`config.mk`:
```
export PLATFORM = sky130hd
export DESIGN_NAME = pcss_top
export DESIGN_NICKNAME = d
export VERILOG_FILES = /design/src/verilog/pcss_pkg.sv /design/src/verilog/pcss_in_sync.sv /design/src/verilog/pcss_reset_ctl.sv /design/src/verilog/pcss_socket.sv
export SDC_FILE = /design/constraint.sdc
export NUM_CORES = 1
export LEC_CHECK = 0
export BUFFER_PORTS_ARGS = -buffer_cell sky130_fd_sc_hd__buf_2
export CAP_MARGIN = 20
export CORE_MARGIN = 3
export CORE_UTILIZATION = 50
export DETAILED_ROUTE_END_ITERATION = 8
export PLACE_DENSITY = 0.85
export SYNTH_ARGS = -nofsm -noshare
export SYNTH_HDL_FRONTEND = slang
export SYNTH_SLANG_ARGS = --single-unit
```
`constraint.sdc`:
```
create_clock -name core_clk -period 2.57 [get_ports core_clk]
set_input_delay 0 -clock core_clk [delete_from_list [all_inputs] [get_ports core_clk]]
set_output_delay 0 -clock core_clk [all_outputs]
set_load 0.05 [all_outputs]
```
`src/verilog/pcss_pkg.sv`:
```
// Shared constants and types for the PC Card socket signalling block.
// Assumes a single 25 MHz core clock and synchronous active-low reset.
package pcss_pkg;
  localparam int ADDR_W = 26;
  localparam int DATA_W = 16;
  localparam int NUM_SOCK = 2;
  // Core clock period in ns
  localparam int CLK_PERIOD_NS = 40;
  // Least strobe width in ns and its cycle count (rounded up)
  localparam int STROBE_MIN_NS = 120;
  localparam int STROBE_CYC = (STROBE_MIN_NS + CLK_PERIOD_NS - 1) / CLK_PERIOD_NS;
  localparam logic [3:0] STROBE_CNT = 4'(STROBE_CYC);
  // Reset values of the socket pins
  localparam logic RESET_CARD_RST = 1'b0;
  localparam logic STROBE_IDLE = 1'b1;

  typedef enum logic [1:0] {
    PCSS_IF_MEM,
    PCSS_IF_IO,
    PCSS_IF_ATA
  } pcss_mode_t;

  typedef enum logic [1:0] {
    PCSS_OP_MEM_RD,
    PCSS_OP_MEM_WR,
    PCSS_OP_IO_RD,
    PCSS_OP_IO_WR
  } pcss_op_t;

  // Card seated only when both detect inputs are low
  function automatic logic pcss_card_seated(input logic [1:0] cd_b);
    return cd_b == 2'b00;
  endfunction
endpackage

```
`src/verilog/pcss_in_sync.sv`:
```
// Input conditioning for one socket's status pins.
// Inputs are synchronous to core_clk; this just registers and decodes them.
`timescale 1ns/100ps
`default_nettype none
module pcss_in_sync
  import pcss_pkg::*;
(
  input  wire logic       core_clk,
  input  wire logic       rst_b,
  input  wire pcss_mode_t mode,
  input  wire logic [1:0] cd_b,
  input  wire logic       wp_iois16_b,
  input  wire logic       rdy_ireq_b,
  output logic            card_present,
  output logic            write_protect,
  output logic            io_is16,
  output logic            card_ready,
  output logic            card_irq
);
  always_ff @(posedge core_clk) begin
    if (!rst_b) begin
      card_present  <= 1'b0;
      write_protect <= 1'b0;
      io_is16       <= 1'b0;
      card_ready    <= 1'b0;
      card_irq      <= 1'b0;
    end else begin
      card_present  <= pcss_card_seated(cd_b);
      write_protect <= (mode == PCSS_IF_MEM) && wp_iois16_b;
      io_is16       <= (mode != PCSS_IF_MEM) && !wp_iois16_b;
      card_ready    <= (mode == PCSS_IF_MEM) && rdy_ireq_b;
      card_irq      <= (mode == PCSS_IF_IO) && !rdy_ireq_b;
    end
  end
endmodule
`default_nettype wire

```
`src/verilog/pcss_reset_ctl.sv`:
```
// Card reset pin driver for one socket.
// Drives RESET only when card seated, powered and interface enabled.
`timescale 1ns/100ps
`default_nettype none
module pcss_reset_ctl
  import pcss_pkg::*;
(
  input  wire logic core_clk,
  input  wire logic rst_b,
  input  wire logic card_present,
  input  wire logic power_on,
  input  wire logic if_enable,
  input  wire logic reset_req,
  output logic      card_rst_o,
  output logic      card_rst_oe
);
  always_ff @(posedge core_clk) begin
    if (!rst_b) begin
      card_rst_o  <= RESET_CARD_RST;
      card_rst_oe <= 1'b0;
    end else begin
      card_rst_oe <= card_present && power_on && if_enable;
      card_rst_o  <= reset_req;
    end
  end

  p_rst_hiz: assert property (@(posedge core_clk) disable iff (!rst_b)
    !(card_present && power_on && if_enable) |=> !card_rst_oe)
    else $error("card reset driven without seat, power and enable");
  a_rst_hiz: assert property (@(posedge core_clk) disable iff (!rst_b)
    card_rst_oe |-> $past(card_present) && $past(power_on) && $past(if_enable))
    else $error("card reset enable without cause");
  a_rst_lvl: assert property (@(posedge core_clk) disable iff (!rst_b)
    $rose(reset_req) |=> card_rst_o)
    else $error("card reset did not rise on request");
endmodule
`default_nettype wire

```
`src/verilog/pcss_socket.sv`:
```
// One socket's access sequencer with pin drivers, plus two-socket top.
// Assumes a host-side request port; pins sampled on core_clk.
`timescale 1ns/100ps
`default_nettype none
// Notes on behaviour
// - Memory mode: REG low selects attribute space
// - I/O mode: REG held low during accesses
// - ATA mode: REG always high
// - 26-bit address output per socket
// - 16-bit data bus, adapter drives writes
// - OE low during memory read
// - WE low during memory write
// - IORD low during I/O read
// - IOWR low during I/O write
// - Memory mode: WP input is write protect
// - I/O mode: IOIS16 sizes the access
// - Memory mode: RDY input is ready status
// - I/O mode: IREQ low is interrupt
// - WAIT low stretches the cycle
// - Card detect pins give card presence
// - CE1 even byte, CE2 odd, both word
// - 8-bit card: only CE1, A0 selects
// - RESET low normally, high resets card
// - RESET high-Z unless seated, powered, enabled
// - INPACK input ignored
// - Two sockets, fully separate pin sets
// - ATA mode switches pins to alternate use
module pcss_socket
  import pcss_pkg::*;
(
  input  wire logic              core_clk,
  input  wire logic              rst_b,
  // Socket configuration
  input  wire pcss_mode_t        mode,
  input  wire logic              card_8bit,
  input  wire logic              power_on,
  input  wire logic              if_enable,
  input  wire logic              card_reset_req,
  // Host request port
  input  wire logic              req_valid,
  input  wire pcss_op_t          req_op,
  input  wire logic              req_attr,
  input  wire logic              req_word,
  input  wire logic [ADDR_W-1:0] req_addr,
  input  wire logic [DATA_W-1:0] req_wdata,
  output logic                   req_ready,
  output logic                   rsp_valid,
  output logic [DATA_W-1:0]      rsp_rdata,
  output logic                   rsp_err,
  // Status toward host
  output logic                   card_present,
  output logic                   write_protect,
  output logic                   card_ready,
  output logic                   card_irq,
  output logic                   ata_mode,
  // Card pins
  output logic [ADDR_W-1:0]      card_addr,
  input  wire logic [DATA_W-1:0] card_data_i,
  output logic [DATA_W-1:0]      card_data_o,
  output logic                   card_data_oe,
  output logic                   reg_b,
  output logic                   oe_b,
  output logic                   we_b,
  output logic                   iord_b,
  output logic                   iowr_b,
  output logic [1:0]             ce_b,
  input  wire logic              wp_iois16_b,
  input  wire logic              rdy_ireq_b,
  input  wire logic              wait_b,
  input  wire logic              inpack_b,
  input  wire logic [1:0]        cd_b,
  output logic                   card_rst_o,
  output logic                   card_rst_oe
);
  typedef enum logic [1:0] {PCSS_IDLE, PCSS_SETUP, PCSS_STROBE, PCSS_DONE} pcss_state_t;

  pcss_state_t state;
  pcss_op_t    op;
  logic [3:0]  cnt;
  logic        io_is16;
  logic        word_acc;
  logic        unused_inpack;

  // Input acknowledge plays no part here
  assign unused_inpack = inpack_b;

  // ==========================================================
  // Status inputs and card reset
  pcss_in_sync u_in (
    .core_clk      (core_clk),
    .rst_b         (rst_b),
    .mode          (mode),
    .cd_b          (cd_b),
    .wp_iois16_b   (wp_iois16_b),
    .rdy_ireq_b    (rdy_ireq_b),
    .card_present  (card_present),
    .write_protect (write_protect),
    .io_is16       (io_is16),
    .card_ready    (card_ready),
    .card_irq      (card_irq)
  );

  pcss_reset_ctl u_rst (
    .core_clk     (core_clk),
    .rst_b        (rst_b),
    .card_present (card_present),
    .power_on     (power_on),
    .if_enable    (if_enable),
    .reset_req    (card_reset_req),
    .card_rst_o   (card_rst_o),
    .card_rst_oe  (card_rst_oe)
  );

  always_ff @(posedge core_clk) begin
    if (!rst_b) begin
      ata_mode <= 1'b0;
    end else begin
      ata_mode <= (mode == PCSS_IF_ATA);
    end
  end

  // ==========================================================
  // Access sequencer
  // Requests are refused while no card is seated, so the pins stay idle.
  always_ff @(posedge core_clk) begin
    if (!rst_b) begin
      state     <= PCSS_IDLE;
      op        <= PCSS_OP_MEM_RD;
      cnt       <= 4'h0;
      req_ready <= 1'b0;
      rsp_valid <= 1'b0;
      rsp_err   <= 1'b0;
      rsp_rdata <= 16'h0000;
      word_acc  <= 1'b0;
    end else begin
      rsp_valid <= 1'b0;
      case (state)
        PCSS_IDLE: begin
          req_ready <= 1'b1;
          if (req_valid && req_ready) begin
            req_ready <= 1'b0;
            op        <= req_op;
            if (!card_present) begin
              rsp_valid <= 1'b1;
              rsp_err   <= 1'b1;
            end else begin
              rsp_err  <= 1'b0;
              word_acc <= req_word && !card_8bit;
              state    <= PCSS_SETUP;
            end
          end
        end
        PCSS_SETUP: begin
          // I/O width follows the card's size indication as sampled at the edge that drives this address out
          if (op == PCSS_OP_IO_RD || op == PCSS_OP_IO_WR) begin
            word_acc <= word_acc && io_is16;
          end
          cnt   <= STROBE_CNT;
          state <= PCSS_STROBE;
        end
        PCSS_STROBE: begin
          if (cnt > 4'h1) begin
            cnt <= cnt - 4'h1;
          end else if (wait_b) begin
            // Hold until the card releases WAIT
            rsp_rdata <= card_data_i;
            state     <= PCSS_DONE;
          end
        end
        PCSS_DONE: begin
          rsp_valid <= 1'b1;
          state     <= PCSS_IDLE;
        end
        default: state <= PCSS_IDLE;
      endcase
    end
  end

  // ==========================================================
  // Pin drivers
  always_ff @(posedge core_clk) begin
    if (!rst_b) begin
      card_addr    <= '0;
      card_data_o  <= 16'h0000;
      card_data_oe <= 1'b0;
      reg_b        <= 1'b1;
      ce_b         <= 2'b11;
    end else if (state == PCSS_IDLE && req_valid && req_ready && card_present) begin
      card_addr    <= req_addr;
      card_data_o  <= req_wdata;
      card_data_oe <= (req_op == PCSS_OP_MEM_WR) || (req_op == PCSS_OP_IO_WR);
      case (mode)
        PCSS_IF_MEM: reg_b <= !req_attr;
        PCSS_IF_IO:  reg_b <= 1'b0;
        default:     reg_b <= 1'b1;
      endcase
      if (card_8bit) begin
        ce_b <= 2'b10;
      end else if (req_word) begin
        ce_b <= 2'b00;
      end else begin
        ce_b <= req_addr[0] ? 2'b01 : 2'b10;
      end
    end else if (state == PCSS_SETUP && word_acc && (op == PCSS_OP_IO_RD || op == PCSS_OP_IO_WR)
                 && !io_is16 && ce_b == 2'b00) begin
      ce_b <= card_addr[0] ? 2'b01 : 2'b10;
    end else if (state == PCSS_DONE) begin
      card_data_oe <= 1'b0;
      ce_b         <= 2'b11;
      reg_b        <= 1'b1;
    end
  end

  // Only one strobe can be low since each decodes a distinct op
  always_ff @(posedge core_clk) begin
    if (!rst_b) begin
      oe_b   <= STROBE_IDLE;
      we_b   <= STROBE_IDLE;
      iord_b <= STROBE_IDLE;
      iowr_b <= STROBE_IDLE;
    end else begin
      oe_b   <= !((state == PCSS_SETUP || (state == PCSS_STROBE && !(cnt <= 4'h1 && wait_b)))
                  && op == PCSS_OP_MEM_RD);
      we_b   <= !((state == PCSS_SETUP || (state == PCSS_STROBE && !(cnt <= 4'h1 && wait_b)))
                  && op == PCSS_OP_MEM_WR);
      iord_b <= !((state == PCSS_SETUP || (state == PCSS_STROBE && !(cnt <= 4'h1 && wait_b)))
                  && op == PCSS_OP_IO_RD);
      iowr_b <= !((state == PCSS_SETUP || (state == PCSS_STROBE && !(cnt <= 4'h1 && wait_b)))
                  && op == PCSS_OP_IO_WR);
    end
  end

  // ==========================================================
  // Checks
  p_one_strobe: assert property (@(posedge core_clk) disable iff (!rst_b)
    $countones({!oe_b, !we_b, !iord_b, !iowr_b}) <= 1)
    else $error("more than one strobe active");
  a_one_strobe: assert property (@(posedge core_clk) disable iff (!rst_b)
    $countones({!oe_b, !we_b, !iord_b, !iowr_b}) <= 1)
    else $error("more than one strobe active");
  a_ata_reg: assert property (@(posedge core_clk) disable iff (!rst_b)
    (mode == PCSS_IF_ATA) [*2] |-> reg_b)
    else $error("reg select low in ATA mode");
  a_io_reg: assert property (@(posedge core_clk) disable iff (!rst_b)
    (!iord_b || !iowr_b) && mode == PCSS_IF_IO |-> !reg_b)
    else $error("reg select high during I/O access");
  a_wait_hold: assert property (@(posedge core_clk) disable iff (!rst_b)
    state == PCSS_STROBE && cnt <= 4'h1 && !wait_b |=> state == PCSS_STROBE)
    else $error("cycle ended while card waits");
  a_wr_drive: assert property (@(posedge core_clk) disable iff (!rst_b)
    !we_b || !iowr_b |-> card_data_oe)
    else $error("write strobe without data drive");
  a_rd_nodrive: assert property (@(posedge core_clk) disable iff (!rst_b)
    !oe_b || !iord_b |-> !card_data_oe)
    else $error("data driven during read");
  a_ce8: assert property (@(posedge core_clk) disable iff (!rst_b)
    card_8bit && $stable(card_8bit) && ce_b != 2'b11 |-> ce_b == 2'b10)
    else $error("CE2 used on 8-bit card");
  a_absent: assert property (@(posedge core_clk) disable iff (!rst_b)
    state == PCSS_IDLE && req_valid && req_ready && !card_present |=> rsp_valid && rsp_err)
    else $error("absent card not refused");
endmodule

// ==========================================================
// Two independent sockets
module pcss_top
  import pcss_pkg::*;
(
  input  wire logic                       core_clk,
  input  wire logic                       rst_b,
  input  wire pcss_mode_t [NUM_SOCK-1:0]  mode,
  input  wire logic [NUM_SOCK-1:0]        card_8bit,
  input  wire logic [NUM_SOCK-1:0]        power_on,
  input  wire logic [NUM_SOCK-1:0]        if_enable,
  input  wire logic [NUM_SOCK-1:0]        card_reset_req,
  input  wire logic [NUM_SOCK-1:0]        req_valid,
  input  wire pcss_op_t [NUM_SOCK-1:0]    req_op,
  input  wire logic [NUM_SOCK-1:0]        req_attr,
  input  wire logic [NUM_SOCK-1:0]        req_word,
  input  wire logic [NUM_SOCK-1:0][ADDR_W-1:0] req_addr,
  input  wire logic [NUM_SOCK-1:0][DATA_W-1:0] req_wdata,
  output logic [NUM_SOCK-1:0]             req_ready,
  output logic [NUM_SOCK-1:0]             rsp_valid,
  output logic [NUM_SOCK-1:0][DATA_W-1:0] rsp_rdata,
  output logic [NUM_SOCK-1:0]             rsp_err,
  output logic [NUM_SOCK-1:0]             card_present,
  output logic [NUM_SOCK-1:0]             write_protect,
  output logic [NUM_SOCK-1:0]             card_ready,
  output logic [NUM_SOCK-1:0]             card_irq,
  output logic [NUM_SOCK-1:0]             ata_mode,
  output logic [NUM_SOCK-1:0][ADDR_W-1:0] card_addr,
  input  wire logic [NUM_SOCK-1:0][DATA_W-1:0] card_data_i,
  output logic [NUM_SOCK-1:0][DATA_W-1:0] card_data_o,
  output logic [NUM_SOCK-1:0]             card_data_oe,
  output logic [NUM_SOCK-1:0]             reg_b,
  output logic [NUM_SOCK-1:0]             oe_b,
  output logic [NUM_SOCK-1:0]             we_b,
  output logic [NUM_SOCK-1:0]             iord_b,
  output logic [NUM_SOCK-1:0]             iowr_b,
  output logic [NUM_SOCK-1:0][1:0]        ce_b,
  input  wire logic [NUM_SOCK-1:0]        wp_iois16_b,
  input  wire logic [NUM_SOCK-1:0]        rdy_ireq_b,
  input  wire logic [NUM_SOCK-1:0]        wait_b,
  input  wire logic [NUM_SOCK-1:0]        inpack_b,
  input  wire logic [NUM_SOCK-1:0][1:0]   cd_b,
  output logic [NUM_SOCK-1:0]             card_rst_o,
  output logic [NUM_SOCK-1:0]             card_rst_oe
);
  // Each socket gets its own sequencer and pins
  for (genvar s = 0; s < NUM_SOCK; s++) begin : g_sock
    pcss_socket u_sock (
      .core_clk       (core_clk),
      .rst_b          (rst_b),
      .mode           (mode[s]),
      .card_8bit      (card_8bit[s]),
      .power_on       (power_on[s]),
      .if_enable      (if_enable[s]),
      .card_reset_req (card_reset_req[s]),
      .req_valid      (req_valid[s]),
      .req_op         (req_op[s]),
      .req_attr       (req_attr[s]),
      .req_word       (req_word[s]),
      .req_addr       (req_addr[s]),
      .req_wdata      (req_wdata[s]),
      .req_ready      (req_ready[s]),
      .rsp_valid      (rsp_valid[s]),
      .rsp_rdata      (rsp_rdata[s]),
      .rsp_err        (rsp_err[s]),
      .card_present   (card_present[s]),
      .write_protect  (write_protect[s]),
      .card_ready     (card_ready[s]),
      .card_irq       (card_irq[s]),
      .ata_mode       (ata_mode[s]),
      .card_addr      (card_addr[s]),
      .card_data_i    (card_data_i[s]),
      .card_data_o    (card_data_o[s]),
      .card_data_oe   (card_data_oe[s]),
      .reg_b          (reg_b[s]),
      .oe_b           (oe_b[s]),
      .we_b           (we_b[s]),
      .iord_b         (iord_b[s]),
      .iowr_b         (iowr_b[s]),
      .ce_b           (ce_b[s]),
      .wp_iois16_b    (wp_iois16_b[s]),
      .rdy_ireq_b     (rdy_ireq_b[s]),
      .wait_b         (wait_b[s]),
      .inpack_b       (inpack_b[s]),
      .cd_b           (cd_b[s]),
      .card_rst_o     (card_rst_o[s]),
      .card_rst_oe    (card_rst_oe[s])
    );
  end
endmodule
`default_nettype wire
```
### After elaboration in Yosys (flattened, before gate mapping)

Cells that the tools add are included.

* register bits after elaboration: 172
* input bits: 152
* logic and storage cells: 252

* add/sub/neg operators: 2
* order comparisons: 4
* equality and inequality tests: 34
* mux-type cells: 58
* bitwise gates (word level): 2
* reduce and logical (&&, ||, !) cells: 102

Operators with widths (count)
* $logic_and 1x1->1: 44
* $mux 2: 22
* $eq 2x2->1 const B: 12
* $mux 1: 24
* $logic_not 1->1: 20
* $logic_not 2->1: 10
* $eq 2x1->1 const B: 8
* $ne 2x1->1 const B: 8
* $pmux 2 s4: 2
* $pmux 4 s2: 2
* $reduce_and 4->1: 4
* $reduce_bool 2->1: 8
* $ne 2x2->1 const B: 6
* $pmux 1 s2: 6
* $reduce_and 2->1: 6
* $gt 4x1->1 const B: 2
* $le 4x1->1 const B: 2
* $mux 4: 2
* $sub 4x1->4 const B: 2
* $logic_or 1x1->1: 6
* $reduce_and 3->1: 2
* $reduce_bool 3->1: 2
* $not 1->1: 2

### Depth between registers and ports, before layout

* word-level depth: 7
* gate-level depth with buffers: 8

### Cells and area by module

Synthesis repeated with hierarchy kept, for this count alone.

* cells, all modules: 718
* area total of the unflattened synthesis: 6353.6 µm²

By module, submodules not included
* pcss_socket: times used 2, cells an instance 344, area an instance 2974.1 µm²
* pcss_in_sync: times used 2, cells an instance 11, area an instance 146.4 µm²
* pcss_reset_ctl: times used 2, cells an instance 4, area an instance 56.3 µm²

### Worst setup path before layout

Ideal clock, no wire load.

* path type: reg-to-reg
* start point: register g_sock[0].u_sock.cnt[0]
* end point: register g_sock[0].u_sock.rsp_rdata[5]
* library setup time: 0.128 ns
* arrival time: 1.500 ns
* setup slack: 0.943 ns
* cell stages (with the launch flop): 9
* path buffers: 2
* cells stage by stage: dfxtp_1 -> inv_1 -> ha_1 -> or2_4 -> and4_4 -> buf_6 -> buf_8 -> mux2i_1 -> nor2_1

* cells in the longest elaborated chain, start to end: 3

Ends and longest elaborated chain
* start, declared: line pcss_socket.sv:79 `logic [3:0] cnt;`
* start signal, assigned: line pcss_socket.sv:163 `cnt <= cnt - 4'h1;`
* $gt 4x1->1: line pcss_socket.sv:162 `if (cnt > 4'h1) begin`
* $not 1->1 (no line)
* $reduce_and 3->1 (no line)
* end signal, assigned: line pcss_socket.sv:166 `rsp_rdata <= card_data_i;`
* end, declared: line pcss_socket.sv:48 `output logic [DATA_W-1:0] rsp_rdata,`

No other way between the ends.
A chain may end at the register's enable or synchronous reset.

### Final worst setup path

* start point: register g_sock[0].u_sock.state[0]
* end point: register g_sock[0].u_sock.word_acc

* cells in the longest elaborated chain, start to end: 3
* elaborated cells between the ends (all ways): 8

Ends and longest elaborated chain
* start, declared: line pcss_socket.sv:77 `pcss_state_t state;`
* start signal, assigned: line pcss_socket.sv:127 `state <= PCSS_IDLE;`
* start signal, assigned: line pcss_socket.sv:149 `state <= PCSS_SETUP;`
* start signal, assigned: line pcss_socket.sv:159 `state <= PCSS_STROBE;`
* $eq 2x1->1 or $logic_not 2->1 (tied branches): line pcss_socket.sv:137 `case (state)`
* $ne 2x1->1 (no line) (tied with other cells)
* $reduce_and 4->1 (no line)
* end signal, assigned: line pcss_socket.sv:148 `word_acc <= req_word && !card_8bit;`
* end signal, assigned: line pcss_socket.sv:156 `word_acc <= word_acc && io_is16;`
* end, declared: line pcss_socket.sv:81 `logic word_acc;`

Parallel ways exist; a longest one is shown, timed or not.

==> results.sh <==
export IMPL_critPathLaunchType="flip-flop"
export IMPL_hold_slack_ns=0.0708
export IMPL_finalNonFillerCells=1354
export IMPL_rsz0062_at_grt="false"
export IMPL_timing_reg2reg_worst_path_depth=7
export IMPL_io_pin_count=304
export IMPL_area_added_between_synthesis_and_finish_pct=53.3
export IMPL_cts_tree="done"
export IMPL_synth_cell_type_count=50
export IMPL_grt_antenna_before_repair=0
export IMPL_timing_final_hold_violations=0
export IMPL_max_freq_mhz=459
export IMPL_place_gp_congestion=0.777
export IMPL_timing_critical_path_arrival_ns=2.52
export IMPL_drive_gt1_frac=0.297
export IMPL_antennaDiodeCount=0
export IMPL_synth_nets=926
export IMPL_syn_area_per_cell_sq_um=8.69
export IMPL_final_setup_tns_ns=0
export IMPL_total_power_mw=6.96
export IMPL_worst_slew_pin_transition_ns=0.672
export IMPL_syn_area_sq_mm=0.00662
export IMPL_gate_count_after_technology_mapping=761
export IMPL_cts_path_max_buffers=2
export IMPL_cp_required_ns=2.91
export IMPL_power_per_cell_area_mw_per_mm2=685
export IMPL_grt_pass1_wl_microns=37800
export IMPL_async_reset_ff_frac=0
export IMPL_via_per_inst=5.38
export IMPL_fillers=703
export IMPL_clock_root_buffer="sky130_fd_sc_hd__clkbuf_16"
export IMPL_synth_enable_flop_cells=0
export IMPL_timing_slew_headroom=0.552
export IMPL_setup_viol_count_final=0
export IMPL_grt_start_max_net_pins=61
export IMPL_die_h_microns=121
export IMPL_final_antenna_net_count=0
export IMPL_ys_warnings_count=0
export IMPL_grt_overflow_total=0
export IMPL_commonest_non_fill_non_tap_cells_in_the_layout="301 x sky130_fd_sc_hd__buf_2, 180 x sky130_fd_sc_hd__nand2_1, 172 x sky130_fd_sc_hd__dfxtp_1, 155 x sky130_fd_sc_hd__dlygate4sd3_1, 96 x sky130_fd_sc_hd__a21oi_1"
export IMPL_cpPeakStageDelay_ns=0.57
export IMPL_max_cap_violations=0
export IMPL_dpl_cell_count=1167
export IMPL_postCtsResizedCells=0
export IMPL_timing_critical_path_buf_inv=3
export IMPL_regToRegStartpoint="g_sock[0].u_sock.state[0]$_SDFFE_PN0P_"
export IMPL_io_buffers=301
export IMPL_synth_seq_cells=172
export IMPL_r2r_end="g_sock[0].u_sock.word_acc$_SDFFE_PN0P_"
export IMPL_min_period_ns=2.18
export IMPL_cts_htree_levels=4
export IMPL_drcViolationCount=0
export IMPL_slowest_stage_cell_cp="sky130_fd_sc_hd__dlygate4sd3_1"
export IMPL_drtPass1Iterations=5
export IMPL_status="finished clean"
export IMPL_cts_sink_count=172
export IMPL_numCtsBuffers=17
export IMPL_dieArea_sq_mm=0.0146
export IMPL_critical_path_max_fanout=46
export IMPL_leak_nw=4.53
export IMPL_vias=7278
export IMPL_grt_total_usage=0.330
export IMPL_critical_path_top_delay_family="buffers and inverters"
export IMPL_reg2reg_setup_slack_ns=0.39
export IMPL_cts_clk_slew_worst_paths_ns=0.07
export IMPL_rows=41
export IMPL_slew_viol_final=0
export IMPL_initialDrtViolationCount=566
export IMPL_post_dp_hpwl_microns=13100
export IMPL_final_layout_net_count=1334
export IMPL_wl_per_cell_microns=18.3
export IMPL_hold_path_startpoint="req_valid[0]"
export IMPL_clock_insertion_delay_worst_skew_ns=0.42
export IMPL_critPathCaptureType="flip-flop"
export IMPL_fin_skew_ns=0.0108
export IMPL_grt_pass1_vias=7483
export IMPL_floorplan_initialDensity=0.518
export IMPL_coreArea_sq_mm=0.0128
export IMPL_post_route_period_util=0.848
export IMPL_timing_worst_setup_path_type="flip-flop to flip-flop"
export IMPL_worstHoldPathType="input port to flip-flop"
export IMPL_mostFrequentLayoutCell="sky130_fd_sc_hd__buf_2"
export IMPL_critical_path_cell_chain="inv_1 -> ha_1 -> and4_1 -> buf_12 -> nand3_1 -> dlygate4sd3_1 -> a21oi_1"
export IMPL_crit_path_end="g_sock[0].u_sock.word_acc$_SDFFE_PN0P_"
export IMPL_floorplan_die_width_microns=121
export IMPL_finalWirelength_microns=24800
export IMPL_max_vdd_ir_drop_mv=0.411
export IMPL_yosysSeqAreaShare=0.520
export IMPL_worstSetupPathDepth=7
export IMPL_timing_critical_path_from="g_sock[0].u_sock.state[0]$_SDFFE_PN0P_"
export IMPL_synth_top_flop_cell="sky130_fd_sc_hd__dfxtp_1"
[cell families (layout without fill, tap and decap cells)]
| logic type | Yosys count | in the layout | share of synthesized area |
|---|---|---|---|
| compound gates | 132 | 132 | 0.112 |
| xor+xnor | 2 | 2 | 0.00265 |
| fa+ha+maj | 13 | 13 | 0.0246 |
| buf+inv | 95 | 516 | 0.0817 |
| flops | 172 | 172 | 0.520 |
| mux | 38 | 38 | 0.0575 |
| simple gates | 309 | 309 | 0.201 |
[per-layer routing]
| layer | GRT usage | routed length [microns] |
|---|---|---|
| met1 | 0.348 | 8620 |
| met4 | 0.203 | 1460 |
| met5 | 0 | 0 |
| met2 | 0.579 | 12300 |
| met3 | 0.0942 | 2410 |
[worst min path at each step]
stage,slack (ns),cells after the start,endpoint
after floorplan,0.08,1,g_sock[0].u_sock.ata_mode$_SDFF_PN0_
after global placement,0.16,2,g_sock[0].u_sock.u_in.card_present$_SDFF_PN0_
after detailed placement,0.16,2,g_sock[0].u_sock.u_in.card_present$_SDFF_PN0_
after CTS,0.02,3,g_sock[0].u_sock.rsp_err$_SDFFE_PN0P_
after global routing,0.09,3,g_sock[0].u_sock.rsp_err$_SDFFE_PN0P_
final,0.07,3,g_sock[0].u_sock.rsp_err$_SDFFE_PN0P_
[cell usage after synthesis (all sizes together) (2+ instances only)]
master,number,area (sq um)
inv,20,75.1
o211ai,2,15.0
and4,6,57.6
buf,59,404
a41oi,2,17.5
a31o,2,17.5
a31oi,2,12.5
o21ai,11,55.1
a211oi,6,45.0
nor3,18,90.1
nor2b,4,25.0
nand2,180,676
nor4b,2,17.5
xor2,2,17.5
and3,6,37.5
mux2i,38,380
or2,2,15.0
nor3b,2,15.0
nand3b,3,22.5
and2,2,12.5
clkbuf,16,61.3
dfxtp,172,3440
nor2,64,243
a21oi,96,480
nand2b,6,37.5
nand4,2,12.5
nand3,10,50.1
ha,13,163
a21boi,2,18.8
[cell type report]
| type | instances | area, sq um | share of cell area |
|---|---|---|---|
| clock inverters | 13 | 165 | 0.0163 |
| clock buffers | 19 | 443 | 0.0437 |
| well taps | 172 | 215 | 0.0212 |
| repair buffers | 464 | 3170 | 0.312 |
| flip-flops and latches | 172 | 3440 | 0.339 |
| multi-input cells | 494 | 2630 | 0.260 |
| inverters | 20 | 77.6 | 0.00765 |
[power by group]
part / switching, mW / total (mW) / internal [mW]
Sequential: 0.106 / 2.91 / 2.80
Clock: 1.08 / 2.65 / 1.56
Combinational: 0.855 / 1.40 / 0.545
[timing repair]
item | 4_1_cts | 5_1_grt
hold buffers | 155 | 0
setup buffers | 0 | 0
endpoints found under the hold margin | 154 | 0
[sequential cells by signal, summed over array words and instances, names as in the netlist, 4 cells and up]
register	cells
g_sock.u_sock.rsp_rdata	32
g_sock.u_sock.op	4
g_sock.u_sock.state	4
g_sock.u_sock.cnt	8
g_sock.u_sock.ce_b	4
g_sock.u_sock.card_addr	52
g_sock.u_sock.card_data_o	32
[through the flow]
step	util	instance area (sq um)	worst slack [ns]
3_5_place_dp	0.625	7990	0.820
3_3_place_gp	0.625	7990	0.860
2_1_floorplan	-	6620	0.943
4_1_cts	0.794	10100	0.433
5_1_grt	0.794	10100	0.287
6_report	0.794	10100	0.391
[worst register-to-register path, cell delays in order, from the launching register on]
cell	delay, ns
sky130_fd_sc_hd__dfxtp_1	0.33
sky130_fd_sc_hd__inv_1	0.11
sky130_fd_sc_hd__ha_1	0.33
sky130_fd_sc_hd__and4_1	0.29
sky130_fd_sc_hd__buf_12	0.24
sky130_fd_sc_hd__nand3_1	0.12
sky130_fd_sc_hd__dlygate4sd3_1	0.57
sky130_fd_sc_hd__a21oi_1	0.12
Power figures use the tool's default switching activity.
